### config.mk
export PLATFORM = sky130hd
export DESIGN_NAME = gpc_gpio_port
export DESIGN_NICKNAME = d
export VERILOG_FILES = /design/src/gpc_pkg.sv /design/src/gpc_gpio_port.sv /design/src/gpc_pad_cell.sv /design/src/gpc_irq_unit.sv
export SDC_FILE = /design/constraint.sdc
export NUM_CORES = 1
export LEC_CHECK = 0
export BUFFER_PORTS_ARGS = -buffer_cell sky130_fd_sc_hd__buf_2
export CAP_MARGIN = 40
export CORE_UTILIZATION = 38
export DETAILED_ROUTE_END_ITERATION = 8
export PLACE_DENSITY_LB_ADDON = 0.12
export SETUP_SLACK_MARGIN = 0.02
export SLEW_MARGIN = 5
export SYNTH_ARGS = -nofsm -noshare
export SYNTH_HDL_FRONTEND = slang
export SYNTH_SLANG_ARGS = --single-unit
### constraint.sdc
create_clock -name CLK -period 3.9 [get_ports CLK]
set_input_delay 0.78 -clock CLK [delete_from_list [all_inputs] [get_ports CLK]]
set_output_delay 0.78 -clock CLK [all_outputs]
set_load 0.05 [all_outputs]
### src/gpc_pkg.sv
// Shared constants, types and register map of the GPIO port block
`default_nettype none
package gpc_pkg;
  localparam int NPORT = 4;
  localparam int PW = 8;
  localparam int NPIN = NPORT * PW;
  localparam int AW = 8;
  localparam int DW = 32;

  // Pins that exist: ports 0 and 1 full, port 2 one pin, port 3 three pins
  localparam logic [NPIN-1:0] PIN_IMPL = 32'h0701FFFF;
  // Pins with analog bus switches: ports 0 to 2 only
  localparam logic [NPIN-1:0] AMUX_IMPL = 32'h0001FFFF;

  // Address split: ADDR[7] must be 0, ADDR[6:5] port, ADDR[4:2] register
  localparam int PORT_LSB = 5;
  localparam int REG_LSB = 2;
  localparam logic [2:0] REG_OUT = 3'h0;
  localparam logic [2:0] REG_IN = 3'h1;
  localparam logic [2:0] REG_DRIVE = 3'h2;
  localparam logic [2:0] REG_CFG = 3'h3;
  localparam logic [2:0] REG_SEL = 3'h4;
  localparam logic [2:0] REG_STAT = 3'h5;
  localparam logic [2:0] REG_MASK = 3'h6;
  localparam logic [2:0] REG_AMUX = 3'h7;

  // Field positions inside the configuration word
  localparam int CFG_IE_LSB = 0;
  localparam int CFG_OE_LSB = 8;
  localparam int CFG_LVTTL_LSB = 16;
  localparam int CFG_SLOW_LSB = 24;
  localparam int DM_W = 3;
  localparam int SEL_W = 2;

  // Reset values: every pin analog, all buffers off
  localparam logic [PW*DM_W-1:0] RST_DRIVE = 24'h000000;
  localparam logic [DW-1:0] RST_CFG = 32'h00000000;
  localparam logic [PW*SEL_W-1:0] RST_SEL = 16'h0000;
  localparam logic [PW-1:0] RST_BYTE = 8'h00;

  typedef enum logic [2:0] {
    DM_ANALOG = 3'h0,
    DM_INPUT = 3'h1,
    DM_WUP_SDN = 3'h2,
    DM_SUP_WDN = 3'h3,
    DM_OD_LOW = 3'h4,
    DM_OD_HIGH = 3'h5,
    DM_STRONG = 3'h6,
    DM_WEAK = 3'h7
  } gpc_drive_t;

  typedef enum logic [1:0] {
    SRC_SW = 2'h0,
    SRC_PERIPH = 2'h1,
    SRC_SERIAL = 2'h2,
    SRC_ANALOG = 2'h3
  } gpc_src_t;

  typedef struct packed {
    gpc_drive_t dm;
    gpc_src_t src;
    logic ie;
    logic oe;
    logic lvttl;
    logic slow;
    logic amux;
  } gpc_pin_cfg_t;

  typedef struct packed {
    logic out;
    logic oe;
    logic pu;
    logic pd;
    logic ie;
    logic lvttl;
    logic slow;
    logic amux;
  } gpc_pad_ctl_t;
endpackage
`default_nettype wire

### src/gpc_gpio_port.sv
// GPIO port block: registers, pad control, pin sampling and port interrupts
//
// Behaviour
// - A pin in analog operation has its digital input buffer and output driver off.
// - Each pin chooses one of eight drive modes, from analog through weak both ways.
// - Each pin selects CMOS or LVTTL input thresholds for its digital input.
// - Input and output buffer enables are set per pin apart from the drive mode.
// - Each pin has a slow slew setting to limit its edge rate.
// - Pins form ports of up to eight, the two top ports having fewer pins.
// - During reset every pin has all buffers disabled.
// - A per-pin multiplexer picks which internal source drives the pin; every pin's sampled level goes to the peripherals.
// - A writable output value per pin is driven when software control is selected.
// - A readable per-pin state shows the sampled level on the pin.
// - A pin raises an interrupt only when its interrupt is enabled.
// - Pin interrupts merge into one request per port, four in all.
// - Pins used by the two-wire bus run open drain.
// - Only ports 0 to 2 have analog bus switches; the last port has none.
//
// Chosen here: the address-and-strobe port and the address map.
`default_nettype none
module gpc_gpio_port
  import gpc_pkg::*;
(
  // Clock and reset
  input wire logic CLK,
  input wire logic RESETN,
  // Register port
  input wire logic [gpc_pkg::AW-1:0] ADDR,
  input wire logic [gpc_pkg::DW-1:0] WDATA,
  input wire logic WE,
  input wire logic RE,
  output logic [gpc_pkg::DW-1:0] RDATA,
  // Pads
  input wire logic [gpc_pkg::NPIN-1:0] PAD_IN,
  output gpc_pkg::gpc_pad_ctl_t [gpc_pkg::NPIN-1:0] PAD_CTL,
  // Peripheral routing
  input wire logic [gpc_pkg::NPIN-1:0] PERIPH_OUT,
  input wire logic [gpc_pkg::NPIN-1:0] SERIAL_OUT,
  output logic [gpc_pkg::NPIN-1:0] PERIPH_IN,
  // Interrupts
  output logic [gpc_pkg::NPORT-1:0] IRQ_PORT,
  output logic IRQ
);
  import gpc_pkg::*;

  ////////////////////////////////////////////////////////////////////////////
  // Helpers

  function automatic logic [PW-1:0] impl_of(input logic [NPIN-1:0] m, input int p);
    impl_of = m[p*PW +: PW];
  endfunction

  // Per-pin mask widened to a field width
  function automatic logic [DW-1:0] widen(input logic [PW-1:0] m, input int fw);
    logic [DW-1:0] r;
    r = '0;
    for (int i = 0; i < PW; i++) begin
      for (int j = 0; j < fw; j++) begin
        r[i*fw+j] = m[i];
      end
    end
    widen = r;
  endfunction

  ////////////////////////////////////////////////////////////////////////////
  // Elaboration checks

  // Four per-pin fields of one byte each share the configuration word
  if (DW < 4 * PW) begin : g_bad_dw
    $error("gpc_gpio_port: data word too narrow for the configuration fields");
  end
  // Register, port and unmapped bits must not overlap
  if (REG_LSB + 3 > PORT_LSB) begin : g_bad_reg
    $error("gpc_gpio_port: register field runs into the port field");
  end
  if (AW < PORT_LSB + 3) begin : g_bad_aw
    $error("gpc_gpio_port: address too narrow for the port field");
  end
  // The port field is two bits wide
  if (NPORT != 4 || NPIN != NPORT * PW) begin : g_bad_port
    $error("gpc_gpio_port: port count does not fit the port field");
  end
  if (PW * DM_W > DW || PW * SEL_W > DW) begin : g_bad_fields
    $error("gpc_gpio_port: per-pin fields wider than the data word");
  end

  ////////////////////////////////////////////////////////////////////////////
  // Register state

  logic [PW-1:0] out_ff [NPORT];
  logic [PW*DM_W-1:0] drive_ff [NPORT];
  logic [DW-1:0] cfg_ff [NPORT];
  logic [PW*SEL_W-1:0] sel_ff [NPORT];
  logic [PW-1:0] mask_ff [NPORT];
  logic [PW-1:0] amux_ff [NPORT];
  logic [PW-1:0] nxt_out [NPORT];
  logic [PW*DM_W-1:0] nxt_drive [NPORT];
  logic [DW-1:0] nxt_cfg [NPORT];
  logic [PW*SEL_W-1:0] nxt_sel [NPORT];
  logic [PW-1:0] nxt_mask [NPORT];
  logic [PW-1:0] nxt_amux [NPORT];

  logic [DW-1:0] rdata_ff;
  logic [DW-1:0] nxt_rdata;
  logic [NPIN-1:0] state_ff;
  logic [NPIN-1:0] nxt_state;
  gpc_pad_ctl_t [NPIN-1:0] pad_ff;
  gpc_pad_ctl_t [NPIN-1:0] nxt_pad;
  logic [NPORT-1:0] irq_port_ff;
  logic [NPORT-1:0] nxt_irq_port;
  logic irq_ff;
  logic nxt_irq;

  logic hit;
  logic [1:0] port_sel;
  logic [2:0] reg_sel;
  logic [NPORT-1:0] stat_clr;
  logic [PW-1:0] stat [NPORT];
  logic [NPORT-1:0] req;
  gpc_pin_cfg_t [NPIN-1:0] pin_cfg;
  gpc_pad_ctl_t [NPIN-1:0] pad_comb;

  assign hit = ~ADDR[AW-1];
  assign port_sel = ADDR[PORT_LSB +: 2];
  assign reg_sel = ADDR[REG_LSB +: 3];

  ////////////////////////////////////////////////////////////////////////////
  // Register writes

  always_comb begin
    for (int p = 0; p < NPORT; p++) begin
      nxt_out[p] = out_ff[p];
      nxt_drive[p] = drive_ff[p];
      nxt_cfg[p] = cfg_ff[p];
      nxt_sel[p] = sel_ff[p];
      nxt_mask[p] = mask_ff[p];
      nxt_amux[p] = amux_ff[p];
      // Bits of missing pins stay zero so software can probe the port width
      if (WE && hit && port_sel == 2'(p)) begin
        unique case (reg_sel)
          REG_OUT: nxt_out[p] = WDATA[PW-1:0] & impl_of(PIN_IMPL, p);
          REG_DRIVE: nxt_drive[p] = WDATA[PW*DM_W-1:0] & (PW*DM_W)'(widen(impl_of(PIN_IMPL, p), DM_W));
          REG_CFG: nxt_cfg[p] = WDATA & {4{impl_of(PIN_IMPL, p)}};
          REG_SEL: nxt_sel[p] = WDATA[PW*SEL_W-1:0] & (PW*SEL_W)'(widen(impl_of(PIN_IMPL, p), SEL_W));
          REG_MASK: nxt_mask[p] = WDATA[PW-1:0] & impl_of(PIN_IMPL, p);
          REG_AMUX: nxt_amux[p] = WDATA[PW-1:0] & impl_of(AMUX_IMPL, p);
          REG_IN, REG_STAT: begin
          end
        endcase
      end
    end
  end

  always_ff @(posedge CLK or negedge RESETN) begin
    if (!RESETN) begin
      for (int p = 0; p < NPORT; p++) begin
        out_ff[p] <= RST_BYTE;
        drive_ff[p] <= RST_DRIVE;
        cfg_ff[p] <= RST_CFG;
        sel_ff[p] <= RST_SEL;
        mask_ff[p] <= RST_BYTE;
        amux_ff[p] <= RST_BYTE;
      end
    end else begin
      for (int p = 0; p < NPORT; p++) begin
        out_ff[p] <= nxt_out[p];
        drive_ff[p] <= nxt_drive[p];
        cfg_ff[p] <= nxt_cfg[p];
        sel_ff[p] <= nxt_sel[p];
        mask_ff[p] <= nxt_mask[p];
        amux_ff[p] <= nxt_amux[p];
      end
    end
  end

  ////////////////////////////////////////////////////////////////////////////
  // Register reads; a status read clears that port's flags

  always_comb begin
    nxt_rdata = '0;
    stat_clr = '0;
    if (RE && hit) begin
      unique case (reg_sel)
        REG_OUT: nxt_rdata[PW-1:0] = out_ff[port_sel];
        REG_IN: nxt_rdata[PW-1:0] = state_ff[port_sel*PW +: PW];
        REG_DRIVE: nxt_rdata[PW*DM_W-1:0] = drive_ff[port_sel];
        REG_CFG: nxt_rdata = cfg_ff[port_sel];
        REG_SEL: nxt_rdata[PW*SEL_W-1:0] = sel_ff[port_sel];
        REG_STAT: begin
          nxt_rdata[PW-1:0] = stat[port_sel];
          stat_clr[port_sel] = 1'b1;
        end
        REG_MASK: nxt_rdata[PW-1:0] = mask_ff[port_sel];
        REG_AMUX: nxt_rdata[PW-1:0] = amux_ff[port_sel];
      endcase
    end
  end

  always_ff @(posedge CLK or negedge RESETN) begin
    if (!RESETN) begin
      rdata_ff <= '0;
    end else begin
      rdata_ff <= nxt_rdata;
    end
  end

  ////////////////////////////////////////////////////////////////////////////
  // Pad control

  // One process for all pins keeps a single writer of the config vector
  always_comb begin
    for (int n = 0; n < NPIN; n++) begin
      pin_cfg[n].dm = gpc_drive_t'(drive_ff[n/PW][(n%PW)*DM_W +: DM_W]);
      pin_cfg[n].src = gpc_src_t'(sel_ff[n/PW][(n%PW)*SEL_W +: SEL_W]);
      pin_cfg[n].ie = cfg_ff[n/PW][CFG_IE_LSB + n%PW];
      pin_cfg[n].oe = cfg_ff[n/PW][CFG_OE_LSB + n%PW];
      pin_cfg[n].lvttl = cfg_ff[n/PW][CFG_LVTTL_LSB + n%PW];
      pin_cfg[n].slow = cfg_ff[n/PW][CFG_SLOW_LSB + n%PW];
      pin_cfg[n].amux = amux_ff[n/PW][n%PW];
    end
  end

  for (genvar n = 0; n < NPIN; n++) begin : g_pin
    gpc_pad_cell u_cell (
      .cfg(pin_cfg[n]),
      .sw_out(out_ff[n/PW][n%PW]),
      .periph_out(PERIPH_OUT[n]),
      .serial_out(SERIAL_OUT[n]),
      .ctl(pad_comb[n])
    );
  end

  always_comb begin
    for (int n = 0; n < NPIN; n++) begin
      nxt_pad[n] = PIN_IMPL[n] ? pad_comb[n] : '0;
    end
  end

  // Reset clears every pad control: outputs off, inputs off, no pulls
  always_ff @(posedge CLK or negedge RESETN) begin
    if (!RESETN) begin
      pad_ff <= '0;
    end else begin
      pad_ff <= nxt_pad;
    end
  end

  ////////////////////////////////////////////////////////////////////////////
  // Pin sampling; a disabled input buffer reads as zero

  always_comb begin
    for (int n = 0; n < NPIN; n++) begin
      nxt_state[n] = PAD_IN[n] & pad_ff[n].ie & PIN_IMPL[n];
    end
  end

  always_ff @(posedge CLK or negedge RESETN) begin
    if (!RESETN) begin
      state_ff <= '0;
    end else begin
      state_ff <= nxt_state;
    end
  end

  ////////////////////////////////////////////////////////////////////////////
  // Port interrupts

  for (genvar p = 0; p < NPORT; p++) begin : g_port
    gpc_irq_unit #(
      .W(PW)
    ) u_irq (
      .clk(CLK),
      .rst_n(RESETN),
      .pin_state(state_ff[p*PW +: PW]),
      .mask(mask_ff[p]),
      .clr(stat_clr[p]),
      .stat(stat[p]),
      .req(req[p])
    );
  end

  always_comb begin
    nxt_irq_port = req;
    nxt_irq = |req;
  end

  always_ff @(posedge CLK or negedge RESETN) begin
    if (!RESETN) begin
      irq_port_ff <= '0;
      irq_ff <= 1'b0;
    end else begin
      irq_port_ff <= nxt_irq_port;
      irq_ff <= nxt_irq;
    end
  end

  ////////////////////////////////////////////////////////////////////////////
  // Outputs

  assign RDATA = rdata_ff;
  assign PAD_CTL = pad_ff;
  assign PERIPH_IN = state_ff;
  assign IRQ_PORT = irq_port_ff;
  assign IRQ = irq_ff;
endmodule
`default_nettype wire

### src/gpc_pad_cell.sv
// Per-pin drive decoder: drive mode and source select to pad controls
`default_nettype none
module gpc_pad_cell
  import gpc_pkg::*;
(
  // Configuration
  input wire gpc_pkg::gpc_pin_cfg_t cfg,
  // Data sources
  input wire logic sw_out,
  input wire logic periph_out,
  input wire logic serial_out,
  // Pad controls
  output gpc_pkg::gpc_pad_ctl_t ctl
);
  gpc_drive_t dm_eff;
  logic data;
  logic analog;
  logic strong_hi;
  logic strong_lo;
  logic weak_hi;
  logic weak_lo;

  always_comb begin
    // Two-wire bus pins are always open drain, whatever software chose
    dm_eff = (cfg.src == SRC_SERIAL) ? DM_OD_LOW : cfg.dm;
    unique case (cfg.src)
      SRC_SW: data = sw_out;
      SRC_PERIPH: data = periph_out;
      SRC_SERIAL: data = serial_out;
      SRC_ANALOG: data = 1'b0;
    endcase
    analog = (dm_eff == DM_ANALOG) || (cfg.src == SRC_ANALOG);
    strong_hi = 1'b0;
    strong_lo = 1'b0;
    weak_hi = 1'b0;
    weak_lo = 1'b0;
    unique case (dm_eff)
      DM_ANALOG, DM_INPUT: begin
      end
      DM_WUP_SDN: begin
        strong_lo = ~data;
        weak_hi = data;
      end
      DM_SUP_WDN: begin
        strong_hi = data;
        weak_lo = ~data;
      end
      DM_OD_LOW: strong_lo = ~data;
      DM_OD_HIGH: strong_hi = data;
      DM_STRONG: begin
        strong_hi = data;
        strong_lo = ~data;
      end
      DM_WEAK: begin
        weak_hi = data;
        weak_lo = ~data;
      end
    endcase
    // Output and input buffer enables gate every drive mode
    ctl.out = data;
    ctl.oe = (strong_hi | strong_lo) & cfg.oe & ~analog;
    ctl.pu = weak_hi & cfg.oe & ~analog;
    ctl.pd = weak_lo & cfg.oe & ~analog;
    ctl.ie = cfg.ie & ~analog;
    ctl.lvttl = cfg.lvttl;
    ctl.slow = cfg.slow;
    ctl.amux = cfg.amux;
  end
endmodule
`default_nettype wire

### src/gpc_irq_unit.sv
// Per-port pin-change flags with read-to-clear and masked request
`default_nettype none
module gpc_irq_unit
  import gpc_pkg::*;
#(
  parameter int W = 8
) (
  // Clock and reset
  input wire logic clk,
  input wire logic rst_n,
  // Pin levels and software side
  input wire logic [W-1:0] pin_state,
  input wire logic [W-1:0] mask,
  input wire logic clr,
  // Flags and request
  output logic [W-1:0] stat,
  output logic req
);
  logic [W-1:0] prev_ff;
  logic [W-1:0] stat_ff;
  logic [W-1:0] nxt_prev;
  logic [W-1:0] nxt_stat;

  if (W < 1 || W > 32) begin : g_bad_w
    $error("gpc_irq_unit: W out of range");
  end

  always_comb begin
    nxt_prev = pin_state;
    // A change seen in the clearing cycle survives the clear
    nxt_stat = (clr ? '0 : stat_ff) | (pin_state ^ prev_ff);
  end

  always_ff @(posedge clk or negedge rst_n) begin
    if (!rst_n) begin
      prev_ff <= '0;
      stat_ff <= '0;
    end else begin
      prev_ff <= nxt_prev;
      stat_ff <= nxt_stat;
    end
  end

  assign stat = stat_ff;
  assign req = |(stat_ff & mask);
endmodule
`default_nettype wire

* After elaboration in Yosys (flattened, before gate mapping)
Index checks and enable logic that the tools add are counted.
Cells by class: reduce and logical (&&, ||, !) cells 177, equal/unequal tests 190, shift operators 1, magnitude comparators 3, mux-type cells 154, bitwise operators 234
Operators by type and width (count):
- equality test 3 bit, second input constant | 84
- AND 1 bit | 160
- equality test 3 x 2 -> 1 bit, second input constant | 42
- OR reduction 3 bit | 40
- two-way mux 8 bit | 13
- two-way mux 32 bit | 3
- equality test 2 bit, second input constant | 42
- two-way mux 1 bit | 81
- one-hot mux 1 bit (4 select lines) | 20
- OR reduction 2 bit | 40
- binary-select mux 32 bit (select 2 bit) | 1
- binary-select mux 8 bit (select 2 bit) | 4
- one-hot mux 8 bit (8 select lines) | 1
- zero test 3 bit | 21
- two-way mux 3 bit | 20
- binary-select mux 24 bit (select 2 bit) | 1
- two-way mux 24 bit | 2
- AND reduction 2 bit | 23
- equality test 2 x 1 -> 1 bit, second input constant | 21
- zero test 2 bit | 21
- inverter 1 bit | 41
- binary-select mux 16 bit (select 2 bit) | 1
- two-way mux 16 bit | 2
- OR 8 bit | 4
- other kinds (21) | 71
Word-level totals: flip-flop bits (word level) 503, bits of input ports 140, output and inout port bits 325, logic and storage cells 951

* Depth between registers and ports, before layout
depth in word-level cells 8, gate-level depth with buffers 8, gate-level depth less buffers 5

* Hierarchy
Synthesis repeated with hierarchy kept, for this count alone.
Second synthesis, totals: cells, all modules 1930, area, all modules 24235.7 sq um
Modules (own cells, without submodules):
- gpc_gpio_port | sequential area each 11360.9 sq um, times used 1, cells each 1250, area an instance 18099.9 sq um
- gpc_pad_cell | sequential area each 0.0 sq um, times used 20, cells each 25, area an instance 191.4 sq um
- gpc_irq_unit | sequential area each 400.4 sq um, times used 4, cells each 45, area an instance 576.8 sq um

* Worst setup path before layout
Ideal clock, no wire load.
path type input-to-reg, start point input ADDR[2] in the netlist's numbering, end point register mask_ff[18] in the netlist's numbering, data required time 3775 ps, buffers on the path 2, setup slack 1723 ps, data arrival time 2053 ps, setup time 125 ps, cell stages on the path 6, path through buf_2 -> nand2b_1 -> or2_1 -> clkbuf_1 -> nor2_4 -> mux2_2
Between the ends: cells in the longest elaborated chain, start to end 2
Ends and longest elaborated chain:
- start, declared | RTL line gpc_gpio_port.sv:28 | input wire logic [gpc_pkg::AW-1:0] ADDR,
- equality test 3 bit | RTL line gpc_gpio_port.sv:140 | unique case (reg_sel)
- AND reduction 2 bit (no source line)
- end signal, assigned by index | RTL line gpc_gpio_port.sv:170 | mask_ff[p] <= nxt_mask[p];
- end, declared | RTL line gpc_gpio_port.sv:94 | logic [PW-1:0] mask_ff [NPORT];
No other way between the ends. A chain may end at the register's enable or synchronous reset.

* Worst setup path in the final report
start point input ADDR[5] in the netlist's numbering, end point register rdata_ff[7] (netlist: RDATA[7])
Between the ends: cells in the longest elaborated chain, start to end 6, elaborated cells between the ends (all ways) 25, those cells by class 1 x shift; 23 x mux; 1 x bitwise
Ends and longest elaborated chain:
- branches (longest 4 deep; another with indexed part select 32 x 6 -> 8 bit)
- one-hot mux 8 bit (8 select lines) (*) | RTL line gpc_gpio_port.sv:183 | unique case (reg_sel)
- two-way mux 32 bit (*) | RTL line gpc_gpio_port.sv:182 | if (RE && hit) begin
- net nxt_rdata[7] | RTL line gpc_gpio_port.sv:104 | logic [DW-1:0] nxt_rdata;
- end signal, assigned | RTL line gpc_gpio_port.sv:203 | rdata_ff <= nxt_rdata;
- end, declared | RTL line gpc_gpio_port.sv:103 | logic [DW-1:0] rdata_ff;
Mark *: on every way through the listed nets, which the timed path passes. The select of a mux whose other input is x is not followed.

==> impl_metrics.tcl <==
set metrics [dict create \
    status "complete, no violations" \
    synth_top_area_share 0.5642 \
    postCtsSetupRepairBufs 0 \
    synth_largest_area_cell "dfrtp_1" \
    syn-cell-area_mm2 0.02178 \
    finalSetupViolations 0 \
    hp-class "in -> async" \
    rows 87 \
    synth-simple-area-share 0.09583 \
    cts.sinks 491 \
    grt_start_max_net_pins 94 \
    globalRouteTotalUtil 0.2302 \
    tightestPinTransition_ps 834.7 \
    area_growth_pct 18.67 \
    clock-root-buffer "clkbuf_16" \
    clk-insertion-delay-late_ps 610 \
    cts_resized 0 \
    synth_xor_area_frac 0.02292 \
    synth_cells 1781 \
    r2r_setup_slack_ps 1890 \
    reg2reg_from "PERIPH_IN[7]$_DFF_PN0_" \
    nNetsFinal 2230 \
    routed_wl_um 66570 \
    drtIter0Drc 915 \
    clockBufferDepth 3 \
    viasPerCell 5.125 \
    critical_path.max_fanout 42 \
    drv_slew 0 \
    cp-start-kind "primary input" \
    die_x_um 241.4 \
    htree_levels 2 \
    max_cap_violations 0 \
    synth_fa_ha_area_frac 0 \
    finalSetupTns_ps 0 \
    wl_per_cell_um 23.00 \
    ys_ff_latch 491 \
    via_count 14840 \
    synth_compound_area_frac 0.06848 \
    grt_pass1_wl_um 98020 \
    synth_top_family_by_area "multiplexers" \
    portBuffers 315 \
    initial_core_util 0.3855 \
    power_density_mw_per_mm2 565.8 \
    overflow 0 \
    synthArstFlopShare 1.000 \
    finalHoldViolCount 0 \
    ys.flop_type "dfrtp_1" \
    antenna_found_initial 7 \
    worst_ep_arrival_time_ps 2850 \
    power.leakage_uw 0.01312 \
    fin_skew_ps 12.84 \
    final_core_utilization 0.4575 \
    first_pass_iters 5 \
    drcViolationCount 0 \
    fin_crit_ps 2385 \
    critPathKind "in -> reg" \
    r2r-end "RDATA[7]$_DFF_PN0_" \
    ir_drop_mv 0.3400 \
    cts.clk_slew.worst_paths_ps 60 \
    gp_congestion 0.8699 \
    tritoncts "built" \
    crit_end "RDATA[7]$_DFF_PN0_" \
    ios 465 \
    max_slew_margin 0.4435 \
    ant_nets 0 \
    holdBufCountCts 0 \
    synth_seq_area_share 0.5642 \
    drive_gt1_frac 0.3386 \
    synth_edf_count 0 \
    grt_setup_unrepaired "no" \
    fin_crit_sh 0.6114 \
    dp_hpwl_um 47750 \
    core_mm2 0.05650 \
    postSynthAreaPerCell_um2 12.23 \
    reg2reg_depth 5 \
    die_area_mm2 0.05827 \
    die_height_um 241.4 \
    yosysWarnings 0 \
    endpoint_kind "register" \
    fmax_mhz 419.4 \
    synth_mux_area_frac 0.1836 \
    grt_pass1_vias 14920 \
    cp.required_ps 4370 \
    synth_area_leaders "dfrtp_1 (56%), mux2_2 (12%), mux2i_1 (4.9%), buf_4 (4.3%), nand2_1 (2.5%)" \
    synth.distinct_cells 64 \
    cts_made_buffers 54 \
    crit_path_start "ADDR[5]" \
]
-- worst min path at each step --
stage | from | to | depth (start not counted)
6_report | RESETN | PAD_CTL[6]$_DFF_PN0_ | 1
5_1_grt | RESETN | PAD_CTL[6]$_DFF_PN0_ | 1
4_1_cts | RESETN | PAD_CTL[6]$_DFF_PN0_ | 1
3_5_place_dp | cfg_ff[91]$_DFFE_PN0P_ | PAD_CTL[89]$_DFF_PN0_ | 0
3_3_place_gp | cfg_ff[92]$_DFFE_PN0P_ | PAD_CTL[97]$_DFF_PN0_ | 0
2_1_floorplan | cfg_ff[56]$_DFFE_PN0P_ | PAD_CTL[129]$_DFF_PN0_ | 0
-- layer usage --
layer,global-route usage,wire length [µm],up-vias
met5,0,27,-
met4,0.06348,1590,4
met3,0.04683,3748,98
met2,0.3649,31190,437
met1,0.3197,30020,7635
li1,-,-,6664
-- cells in the mapped netlist (all sizes together), types with 5 or more instances --
master / number
a211oi: 7
a21oi: 31
a221oi: 20
a22oi: 15
and2: 24
and3: 16
buf: 155
clkbuf: 56
dfrtp: 491
inv: 29
mux2: 242
mux2i: 107
mux4: 9
nand2: 150
nand2b: 10
nand3: 20
nand3b: 20
nand4: 5
nor2: 60
nor2b: 21
nor3: 20
nor3b: 7
nor4: 20
o211a: 16
o21a: 5
o21ai: 78
o22ai: 17
o31ai: 12
or2: 8
or3: 18
xnor2: 34
xor2: 23
-- power by group --
| part | internal, µW | leakage (µW) | switching [µW] |
|---|---|---|---|
| Combinational | 843 | 0.00563 | 1820 |
| Clock | 3510 | 0.000982 | 2120 |
| Sequential | 5690 | 0.00651 | 633 |
| Total | 10000 | 0.0131 | 4580 |
-- state kept, by name, summed over array words and instances (netlist names), 32 cells and up --
name      cells
cfg_ff       80
drive_ff     60
PAD_CTL     157
pin_cfg      40
RDATA        32
-- stage by stage --
stage / power [µW] / worst slack, ps / cells / instance area [µm²] / hold WS (ps)
floorplan: 8242 / 1723 / 1891 / 22190 / 363.8
global placement: 9030 / 993.8 / 2790 / 23840 / 376.6
detailed placement: 9081 / 998.9 / 2790 / 23840 / 381.8
CTS: 14760 / 1617 / 2891 / 25830 / 237.2
global route: 15230 / 1557 / 2894 / 25840 / 241.9
finish: 14620 / 1515 / 2895 / 25840 / 225.6
-- worst max-delay path: stages --
cell and delay [ps]:
buf_6 430, buf_4 350, mux2i_1 340, o32ai_1 130
a211oi_1 600, a21oi_1 150
-- layout by cell type (no fill, tap or decap), types with 12 or more instances in the layout --
cell type and count:
nand2_1 144, nor4_1 20, nand3_1 20, dfrtp_1 491, mux2_2 240, a21oi_1 31
clkbuf_16 57, xnor2_1 34, mux2i_1 107, and3_1 16, buf_2 313, xor2_1 23
o21ai_0 78, conb_1 111, clkbuf_8 14, o31ai_1 12, nor2b_1 21, or3_1 18
a22oi_1 15, a221oi_1 20, inv_1 29, o211a_1 16, nor3_1 18, o22ai_1 17
and2_1 24, nand3b_1 20, nor2_1 53, buf_4 30
-- cells by family after synthesis --
family,Yosys count
flip-flops,491
AND/OR/NAND/NOR,408
multiplexers,358
buffers and inverters,240
AO/OA/AOI/OAI,226
XOR/XNOR,57
other,1
-- layout make-up --
type / count / area [µm²]
Antenna cell: 4 / 10.01
Multi-Input combinational cell: 1160 / 8498
Timing Repair Buffer: 354 / 1998
Inverter: 29 / 108.9
Clock buffer: 78 / 1645
Sequential cell: 491 / 12290
Fill cell: 5223 / 30650
Tap cell: 756 / 945.9
Clock inverter: 23 / 351.6
No activity file was read; power rests on OpenSTA's default activity.
